`src/line_iface_pkg.sv`:
```
// line interface status, mask and clock-select constants and types
// assumes a 32-bit apb slave with one register per aligned word
package line_iface_pkg;

  // ---------------------------------------------------------------
  // register map (printed offsets are indexes; byte address = 4x)
  // ---------------------------------------------------------------
  localparam logic [7:0] RECEIVE_LEVEL_INFO_IDX = 8'h11;
  localparam logic [7:0] LINE_STATUS_IDX = 8'h14;
  localparam logic [7:0] LINE_INTERRUPT_MASK_IDX = 8'h15;
  localparam logic [7:0] LINE_CTRL_TWO_IDX = 8'h31;
  localparam logic [7:0] CLOCK_CTRL_IDX = 8'h33;
  localparam logic [7:0] TX_MODE_IDX = 8'h40;
  localparam logic [7:0] IRQ_STATE_IDX = 8'h41;

  // ---------------------------------------------------------------
  // field positions and reset values
  // ---------------------------------------------------------------
  localparam int OPEN_BIT = 1;
  localparam int LIMIT_BIT = 2;
  localparam int JITTER_FIFO_LIMIT_EVENT_BIT = 4;
  localparam int PLL_2048_BIT = 3;
  localparam int PLL_12800_BIT = 7;
  localparam int PRESCALE_LO_BIT = 6;
  localparam int PRESCALE_HI_BIT = 7;
  localparam logic [7:0] STATUS_USED_MASK = 8'h16;
  localparam logic [7:0] REG_RESET = 8'h00;
  localparam int LEVEL_WIDTH = 4;
  localparam int JA_FIFO_DEPTH = 32;
  localparam int JA_LIMIT_MARGIN = 4;

  // transmit mode codes
  typedef enum logic [2:0] {
    TX_T1, TX_E1, TX_CMI, TX_CC64K, TX_6312K
  } tx_mode_type;

  // derived jitter-attenuator clock source
  typedef enum logic [2:0] {
    SRC_DIRECT, SRC_PLL_2048_TO_1544, SRC_PLL_CHAIN, SRC_PLL_12800_TO_2048, SRC_INVALID
  } ja_src_type;

  // decoded master-clock setting carried as one group
  typedef struct packed {
    ja_src_type src;
    logic [1:0] prescale;
    logic valid;
  } clk_sel_type;

  // raw analog detector inputs
  typedef struct packed {
    logic openCircuit;
    logic currentLimit;
    logic [LEVEL_WIDTH-1:0] rxLevel;
  } line_sense_type;

endpackage

```
`src/line_iface_status_clock_select.sv`:
```
// status, interrupt-mask and master-clock prescaler register bank
// assumes apb master on clk; analog detector pins are asynchronous
// Operation
// - E1 clocks direct; 12.8 uses 12800 PLL
// - receive level reported as 4-bit code
// - open-circuit flag; unsupported in 6312k mode
// - current-limit flag sets whether limiter enabled
// - no current-limit flag in CMI/64k/6312k
// - jitter limit event within 4 bits of limit
// - status read clears latched jitter event
// - masked condition interrupts on both edges
// - masked jitter event raises interrupt
//
// Added by the designer: the APB interface to the registers.
`timescale 1ns/1ps
module line_iface_status_clock_select
  import line_iface_pkg::*;
#(
  parameter int FIFO_DEPTH = line_iface_pkg::JA_FIFO_DEPTH,
  parameter int FILL_WIDTH = 6
) (
  // clock and reset
  input wire logic clk,
  input wire logic rst_b,
  // apb slave
  input wire logic psel,
  input wire logic penable,
  input wire logic pwrite,
  input wire logic [11:0] paddr,
  input wire logic [31:0] pwdata,
  output logic [31:0] prdata,
  output logic pready,
  output logic pslverr,
  // line detectors (asynchronous)
  input wire line_iface_pkg::line_sense_type sense,
  // jitter attenuator fill level (same clock)
  input wire logic [FILL_WIDTH-1:0] jaFill,
  // decoded clock selection and interrupt
  output line_iface_pkg::clk_sel_type clkSel,
  output logic irq
);
  import line_iface_pkg::*;

  // elaboration check: the trip point must fit the fill counter
  if (FIFO_DEPTH <= JA_LIMIT_MARGIN || FIFO_DEPTH >= (1 << FILL_WIDTH)) begin : g_bad_depth
    $error("fifo depth does not fit fill width");
  end

  // ---------------------------------------------------------------
  // detector synchronisers: three stages, change when 2nd and 3rd agree
  // ---------------------------------------------------------------
  // a glitch sampled on only one clock edge never reaches the flags
  logic [5:0] sync1_q;
  logic [5:0] sync1_d;
  logic [5:0] sync2_q;
  logic [5:0] sync2_d;
  logic [5:0] sync3_q;
  logic [5:0] sync3_d;
  logic [5:0] senseStable_q;
  logic [5:0] senseStable_d;

  always_comb begin
    sync1_d = {sense.openCircuit, sense.currentLimit, sense.rxLevel};
    sync2_d = sync1_q;
    sync3_d = sync2_q;
    senseStable_d = senseStable_q;
    for (int i = 0; i < 6; i++) begin
      if (sync2_q[i] == sync3_q[i]) senseStable_d[i] = sync3_q[i];
    end
  end

  always_ff @(posedge clk) begin
    if (!rst_b) begin
      sync1_q <= 6'h00;
      sync2_q <= 6'h00;
      sync3_q <= 6'h00;
      senseStable_q <= 6'h00;
    end else begin
      sync1_q <= sync1_d;
      sync2_q <= sync2_d;
      sync3_q <= sync3_d;
      senseStable_q <= senseStable_d;
    end
  end

  // ---------------------------------------------------------------
  // registers and status flags
  // ---------------------------------------------------------------
  // software-visible control registers
  logic [7:0] lineCtrlTwo_q;
  logic [7:0] lineCtrlTwo_d;
  logic [7:0] clockCtrl_q;
  logic [7:0] clockCtrl_d;
  logic [7:0] mask_q;
  logic [7:0] mask_d;
  tx_mode_type txMode_q;
  tx_mode_type txMode_d;
  // status, pending events and edge history
  logic [7:0] status_q;
  logic [7:0] status_d;
  logic [7:0] pend_q;
  logic [7:0] pend_d;
  logic prevOpen_q;
  logic prevOpen_d;
  logic prevLimit_q;
  logic prevLimit_d;
  logic jaNear_q;
  logic jaNear_d;
  // registered bus answer and outputs
  logic [31:0] prdata_q;
  logic [31:0] prdata_d;
  logic pready_q;
  logic pready_d;
  logic pslverr_q;
  logic pslverr_d;
  logic irq_q;
  logic irq_d;
  clk_sel_type clkSel_q;
  clk_sel_type clkSel_d;

  // decode helpers
  logic openNow;
  logic limitNow;
  logic jaNear;
  logic access;
  logic wr;
  logic rd;
  logic [9:0] widx;
  logic [7:0] wbyte;
  logic [7:0] rbyte;
  logic hit;

  always_comb begin
    access = psel && penable && !pready_q;
    wr = access && pwrite;
    rd = access && !pwrite;
    widx = paddr[11:2];
    wbyte = pwdata[7:0];
    // open-circuit detect is meaningless when the driver is tristated
    openNow = senseStable_q[5] && (txMode_q != TX_6312K);
    limitNow = senseStable_q[4] && (txMode_q == TX_T1 || txMode_q == TX_E1);
    jaNear = ({{(32-FILL_WIDTH){1'b0}}, jaFill} >= (FIFO_DEPTH - JA_LIMIT_MARGIN));
    // the access is taken once, on its first access-phase edge
  end

  // ---------------------------------------------------------------
  // register file: read mux and write decode
  // ---------------------------------------------------------------
  always_comb begin

    lineCtrlTwo_d = lineCtrlTwo_q;
    clockCtrl_d = clockCtrl_q;
    mask_d = mask_q;
    txMode_d = txMode_q;
    hit = 1'b1;
    rbyte = 8'h00;
    case (widx)
      {2'b00, RECEIVE_LEVEL_INFO_IDX}: rbyte = {4'h0, senseStable_q[3:0]};
      {2'b00, LINE_STATUS_IDX}: rbyte = status_q;
      {2'b00, LINE_INTERRUPT_MASK_IDX}: begin
        rbyte = mask_q;
        if (wr) mask_d = wbyte & STATUS_USED_MASK;
      end
      {2'b00, LINE_CTRL_TWO_IDX}: begin
        rbyte = lineCtrlTwo_q;
        if (wr) lineCtrlTwo_d = wbyte;
      end
      {2'b00, CLOCK_CTRL_IDX}: begin
        rbyte = clockCtrl_q;
        if (wr) clockCtrl_d = wbyte;
      end
      {2'b00, TX_MODE_IDX}: begin
        rbyte = {5'h00, txMode_q};
        if (wr) txMode_d = tx_mode_type'(wbyte[2:0]);
      end
      {2'b00, IRQ_STATE_IDX}: rbyte = pend_q;
      default: hit = 1'b0;
    endcase

  end

  // ---------------------------------------------------------------
  // status flags
  // ---------------------------------------------------------------
  always_comb begin
    // bits 0, 3 and 5 to 7 always read back as zero
    // live conditions plus latched event; event set beats read clear
    status_d = {3'b000, status_q[JITTER_FIFO_LIMIT_EVENT_BIT], 1'b0, limitNow, openNow, 1'b0};
    if (rd && widx == {2'b00, LINE_STATUS_IDX}) status_d[JITTER_FIFO_LIMIT_EVENT_BIT] = 1'b0;
    if (jaNear && !jaNear_q) status_d[JITTER_FIFO_LIMIT_EVENT_BIT] = 1'b1;
    jaNear_d = jaNear;

  end

  // ---------------------------------------------------------------
  // interrupt pending and request
  // ---------------------------------------------------------------
  always_comb begin
    // a masked event still pends, so unmasking later raises irq at once
    // edge events pend until the status register is read
    pend_d = pend_q;
    if (rd && widx == {2'b00, LINE_STATUS_IDX}) pend_d = 8'h00;
    if (openNow != prevOpen_q) pend_d[OPEN_BIT] = 1'b1;
    if (limitNow != prevLimit_q) pend_d[LIMIT_BIT] = 1'b1;
    if (jaNear && !jaNear_q) pend_d[JITTER_FIFO_LIMIT_EVENT_BIT] = 1'b1;
    prevOpen_d = openNow;
    prevLimit_d = limitNow;
    irq_d = |(pend_d & mask_d);

  end

  // ---------------------------------------------------------------
  // bus answer, one cycle after the access is taken
  // ---------------------------------------------------------------
  always_comb begin
    pready_d = access;
    pslverr_d = access && !hit;
    prdata_d = (rd && hit) ? {24'h000000, rbyte} : 32'h00000000;

  end

  // ---------------------------------------------------------------
  // master clock decode
  // ---------------------------------------------------------------
  always_comb begin
    // combinations outside the tables report no usable source
    // master clock decode: T1 when transmit mode says so, else E1
    clkSel_d.prescale = {clockCtrl_q[PRESCALE_HI_BIT], clockCtrl_q[PRESCALE_LO_BIT]};
    clkSel_d.valid = 1'b1;
    case ({lineCtrlTwo_q[PLL_12800_BIT], lineCtrlTwo_q[PLL_2048_BIT]})
      2'b00: clkSel_d.src = SRC_DIRECT;
      2'b01: clkSel_d.src = SRC_PLL_2048_TO_1544;
      2'b11: clkSel_d.src = SRC_PLL_CHAIN;
      2'b10: clkSel_d.src = SRC_PLL_12800_TO_2048;
      default: clkSel_d.src = SRC_INVALID;
    endcase
    if (txMode_q == TX_T1) begin
      if (clkSel_d.src == SRC_PLL_12800_TO_2048) clkSel_d.valid = 1'b0;
      if (clkSel_d.src == SRC_PLL_CHAIN && clkSel_d.prescale != 2'b00)
        clkSel_d.valid = 1'b0;
    end else begin
      if (clkSel_d.src == SRC_PLL_2048_TO_1544 || clkSel_d.src == SRC_PLL_CHAIN)
        clkSel_d.valid = 1'b0;
      if (clkSel_d.src == SRC_PLL_12800_TO_2048 && clkSel_d.prescale != 2'b00)
        clkSel_d.valid = 1'b0;
    end
    if (!clkSel_d.valid) clkSel_d.src = SRC_INVALID;
  end

  always_ff @(posedge clk) begin
    if (!rst_b) begin
      lineCtrlTwo_q <= REG_RESET;
      clockCtrl_q <= REG_RESET;
      mask_q <= REG_RESET;
      txMode_q <= TX_T1;
      status_q <= REG_RESET;
      pend_q <= REG_RESET;
      prevOpen_q <= 1'b0;
      prevLimit_q <= 1'b0;
      jaNear_q <= 1'b0;
      prdata_q <= 32'h00000000;
      pready_q <= 1'b0;
      pslverr_q <= 1'b0;
      irq_q <= 1'b0;
      clkSel_q <= '{src: SRC_DIRECT, prescale: 2'b00, valid: 1'b1};
    end else begin
      lineCtrlTwo_q <= lineCtrlTwo_d;
      clockCtrl_q <= clockCtrl_d;
      mask_q <= mask_d;
      txMode_q <= txMode_d;
      status_q <= status_d;
      pend_q <= pend_d;
      prevOpen_q <= prevOpen_d;
      prevLimit_q <= prevLimit_d;
      jaNear_q <= jaNear_d;
      prdata_q <= prdata_d;
      pready_q <= pready_d;
      pslverr_q <= pslverr_d;
      irq_q <= irq_d;
      clkSel_q <= clkSel_d;
    end
  end

  // ---------------------------------------------------------------
  // outputs
  // ---------------------------------------------------------------
  // straight from flops, so no comb path reaches a pin
  assign prdata = prdata_q;
  assign pready = pready_q;
  assign pslverr = pslverr_q;
  assign irq = irq_q;
  assign clkSel = clkSel_q;

endmodule // line_iface_status_clock_select

```
`config.mk`:
```
export PLATFORM = sky130hd
export DESIGN_NAME = line_iface_status_clock_select
export DESIGN_NICKNAME = d
export VERILOG_FILES = /design/src/line_iface_pkg.sv /design/src/line_iface_status_clock_select.sv
export SDC_FILE = /design/constraint.sdc
export NUM_CORES = 1
export LEC_CHECK = 0
export CAP_MARGIN = 20
export CORE_MARGIN = 2
export CORE_UTILIZATION = 45
export CTS_BUF_LIST = sky130_fd_sc_hd__clkbuf_4 sky130_fd_sc_hd__clkbuf_8
export DETAILED_ROUTE_END_ITERATION = 6
export DONT_BUFFER_PORTS = 1
export PLACE_DENSITY = 0.57
export REMOVE_ABC_BUFFERS = 1
export SLEW_MARGIN = 30
export SYNTH_ARGS = -nofsm -noshare
export SYNTH_HDL_FRONTEND = slang
export SYNTH_SLANG_ARGS = --single-unit
```
`constraint.sdc`:
```
create_clock -name clk -period 2 [get_ports clk]
set_input_delay 0.3 -clock clk [delete_from_list [all_inputs] [get_ports clk]]
set_output_delay 0.3 -clock clk [all_outputs]
set_load 0.01 [all_outputs]
```
==> impl_metrics.toml <==
[drt]
ant_nets = 0
wl_per_cell_um = 15.14
drt_first_pass_iters = 4
drtIter0Drc = 123
num_vias = 2235
drc = 0
via_per_inst = 5.138
drt_wl_total_um = 6585

[synth]
ys_top_cells_by_count = "dfxtp_1 (80), nor2b_1 (26), buf_4 (25), and2_1 (24), mux2i_1 (24)"
netlist.area_leader.share_pct = 47.58
ys_ff_latch = 80
ys_seq_area_share_pct = 47.58
yosys_warnings = 0
avgSynthCellArea_sq_um = 10.42
synth.top_cells.by_area = "dfxtp_1 (48%), mux2i_1 (7.1%), buf_4 (5.6%)"
syn_inst = 323
yosysMostFrequentCell = "dfxtp_1"
synth-main-ff-cell = "dfxtp_1"
synth_cell_types = 55
yosys.area.top_type = "dfxtp_1"
synth_edf_count = 0
syn_area_sq_mm = 0.003366
synthArstFlopShare_pct = 0

[critical_path]
reg2reg_slack_ps = 220
path_class = "reg2reg"
arrival_ps = 2000
critical_path.cell_chain = "and4b_1 > nand4_2 > mux2i_1 > o22ai_1 > o31a_1"
cp.required_ps = 2230
path_max_fanout = 8
crit_family = "simple AND/OR/NAND/NOR gates"
start_kind = "register"
crit_buf_inv = 0
cp-end-kind = "register"
slowest_delay_ps = 350
cp_slowest_cell = "dfxtp_1"

[global_routing]
grt_overflow = 0
groute.usage.overall_pct = 16.36
grt_pass1_wl_um = 10510
grt_pass1_vias = 1987
grt_max_degree = 72
antenna_found_initial = 0

[cells_and_area]
drive_above_1_share_pct = 15.18
regArea_sq_mm = 0.001602
post-route-util_pct = 49.84
multiInputGateArea_sq_mm = 0.001567
antennaDiodeCount = 0
synthToLayoutAreaGrowth_pct = 7.398
nets = 394
fill_cells = 686

[cts]
cts_buffer_depth = 2
cts_tree = "yes"
clock-root-buffer = "clkbuf_8"
numClockSinks = 80
cts_inserted_buffers = 9
cts_max_level = 3
post_cts.repair.setup_buffers = 0
postCtsHoldBufs = 0
clkTransAtPathRegs_ps = 80
clk_latency_ps = 340
ctsResizeCount = 0

[placed_design]
routabilityCongestion = 0.8081
hpwlAfterDp_um = 4491
io_buffers = 0

[timing]
tns_ps = 0
drv_slew = 0
timing.final.crit_share_pct = 88.88
post-route-min-period_ps = 1778
setup_viol_count_final = 0
rsz0062_at_grt = "no"
fmax_mhz = 562.6
final_hold_viol_count = 0
finClkSkew_ps = 7.960

[job]
drv_cap = 0

[floorplan]
die_w_um = 90.49
core_area_sq_mm = 0.007253
io_pins = 102
fp.dieArea_sq_mm = 0.008188
start_util_pct = 46.40
rows = 31
fp.dieH_um = 90.49

[power_and_ir_drop]
ir_drop_mv = 0.4305
power_density_mw_per_mm2 = 808.0
p_leak_nw = 1.496

[hold_path]
hp-class = "in2reg"

[run_status]
status = "finished clean"
==> cells by family (layout without fill, tap and decap cells) <==
group | count (synthesis) | after routing | share of synthesized area, %
mux | 28 | 28 | 8.476
flops | 80 | 80 | 47.58
fa+ha+maj | 2 | 2 | 0.7434
xor+xnor | 3 | 3 | 0.7808
compound gates | 56 | 56 | 12.53
simple gates | 109 | 109 | 21.34
buf+inv | 44 | 34 | 8.439
other cells | 1 | 24 | 0.1114
==> metal layers <==
layer	vias to the layer above	wire, um	GRT usage, %
met5	-	0	0
met4	0	27	6.667
met2	77	2942	23.57
li1	1111	-	-
met1	1045	3240	22.66
met3	2	374	5.092
==> power by group <==
group	switching [W]	internal [W]	leakage, nW
Sequential	0.00000926	0.00161	0.649
Clock	0.000552	0.000670	0.110
Combinational	0.0000390	0.0000380	0.737
==> registers in the layout, indices dropped and copies added, names as in the netlist, 3 cells and up <==
name           cells
clockCtrl_q        8
lineCtrlTwo_q      8
mask_q             8
pend_q             8
prdata             8
clkSel             6
senseStable_q      6
sync1_q            6
sync2_q            6
sync3_q            6
status_q           3
txMode_q           3
==> layout by cell type (no fill, tap or decap), types with 2 or more instances in the layout <==
cell      instances
nor3_1            4
and3b_1           2
nor2b_1          26
and2_1           24
o21a_1            2
a31oi_1           3
clkbuf_8         11
nor2_1            8
mux2i_1          24
a22oi_1           7
o21ai_0           7
ha_1              2
a21oi_1           6
nand3_1           2
xnor2_1           2
and3_1           11
a22o_1            3
dfxtp_1          80
nor3b_1           4
a22o_2            3
conb_1           24
a222oi_1          6
clkbuf_4          2
and4b_1           2
clkinv_2          2
a21boi_0          8
inv_1             5
nand2_1           9
a21oi_2           5
mux2_2            4
buf_4            13
==> path summary, 6_finish.rpt <==
check                         from                    end  depth (start not counted)
max reg2reg      pready$_SDFF_PN0_         irq$_SDFF_PN0_                          5
max              pready$_SDFF_PN0_         irq$_SDFF_PN0_                          5
min reg2reg  sync1_q[0]$_SDFF_PN0_  sync2_q[0]$_SDFF_PN0_                          1
min                          rst_b   clkSel[0]$_SDFF_PN1_                          1
==> metrics by stage <==
step	cells	area, sq um	power, W	hold slack [ps]	worst slack, ps
5_1_grt	435	3615	0.003036	46.65	108.6
4_1_cts	435	3615	0.002958	26.44	212.7
2_1_floorplan	307	3187	0.001725	388.9	260.2
6_report	435	3615	0.002921	53.69	222.4
3_5_place_dp	419	3408	0.001736	401.5	139.2
3_3_place_gp	419	3408	0.001736	410.2	163.7
==> area by class of cell <==
| type | instances | share of cell area, % |
|---|---|---|
| clock buffer | 13 | 4.604 |
| clock inverter | 3 | 1.108 |
| inverter | 5 | 0.5192 |
| multi-input combinational | 222 | 43.34 |
| sequential | 80 | 44.31 |
| tap | 99 | 3.427 |
| timing repair buffer | 13 | 2.700 |
Power figures use the tool's default switching activity.
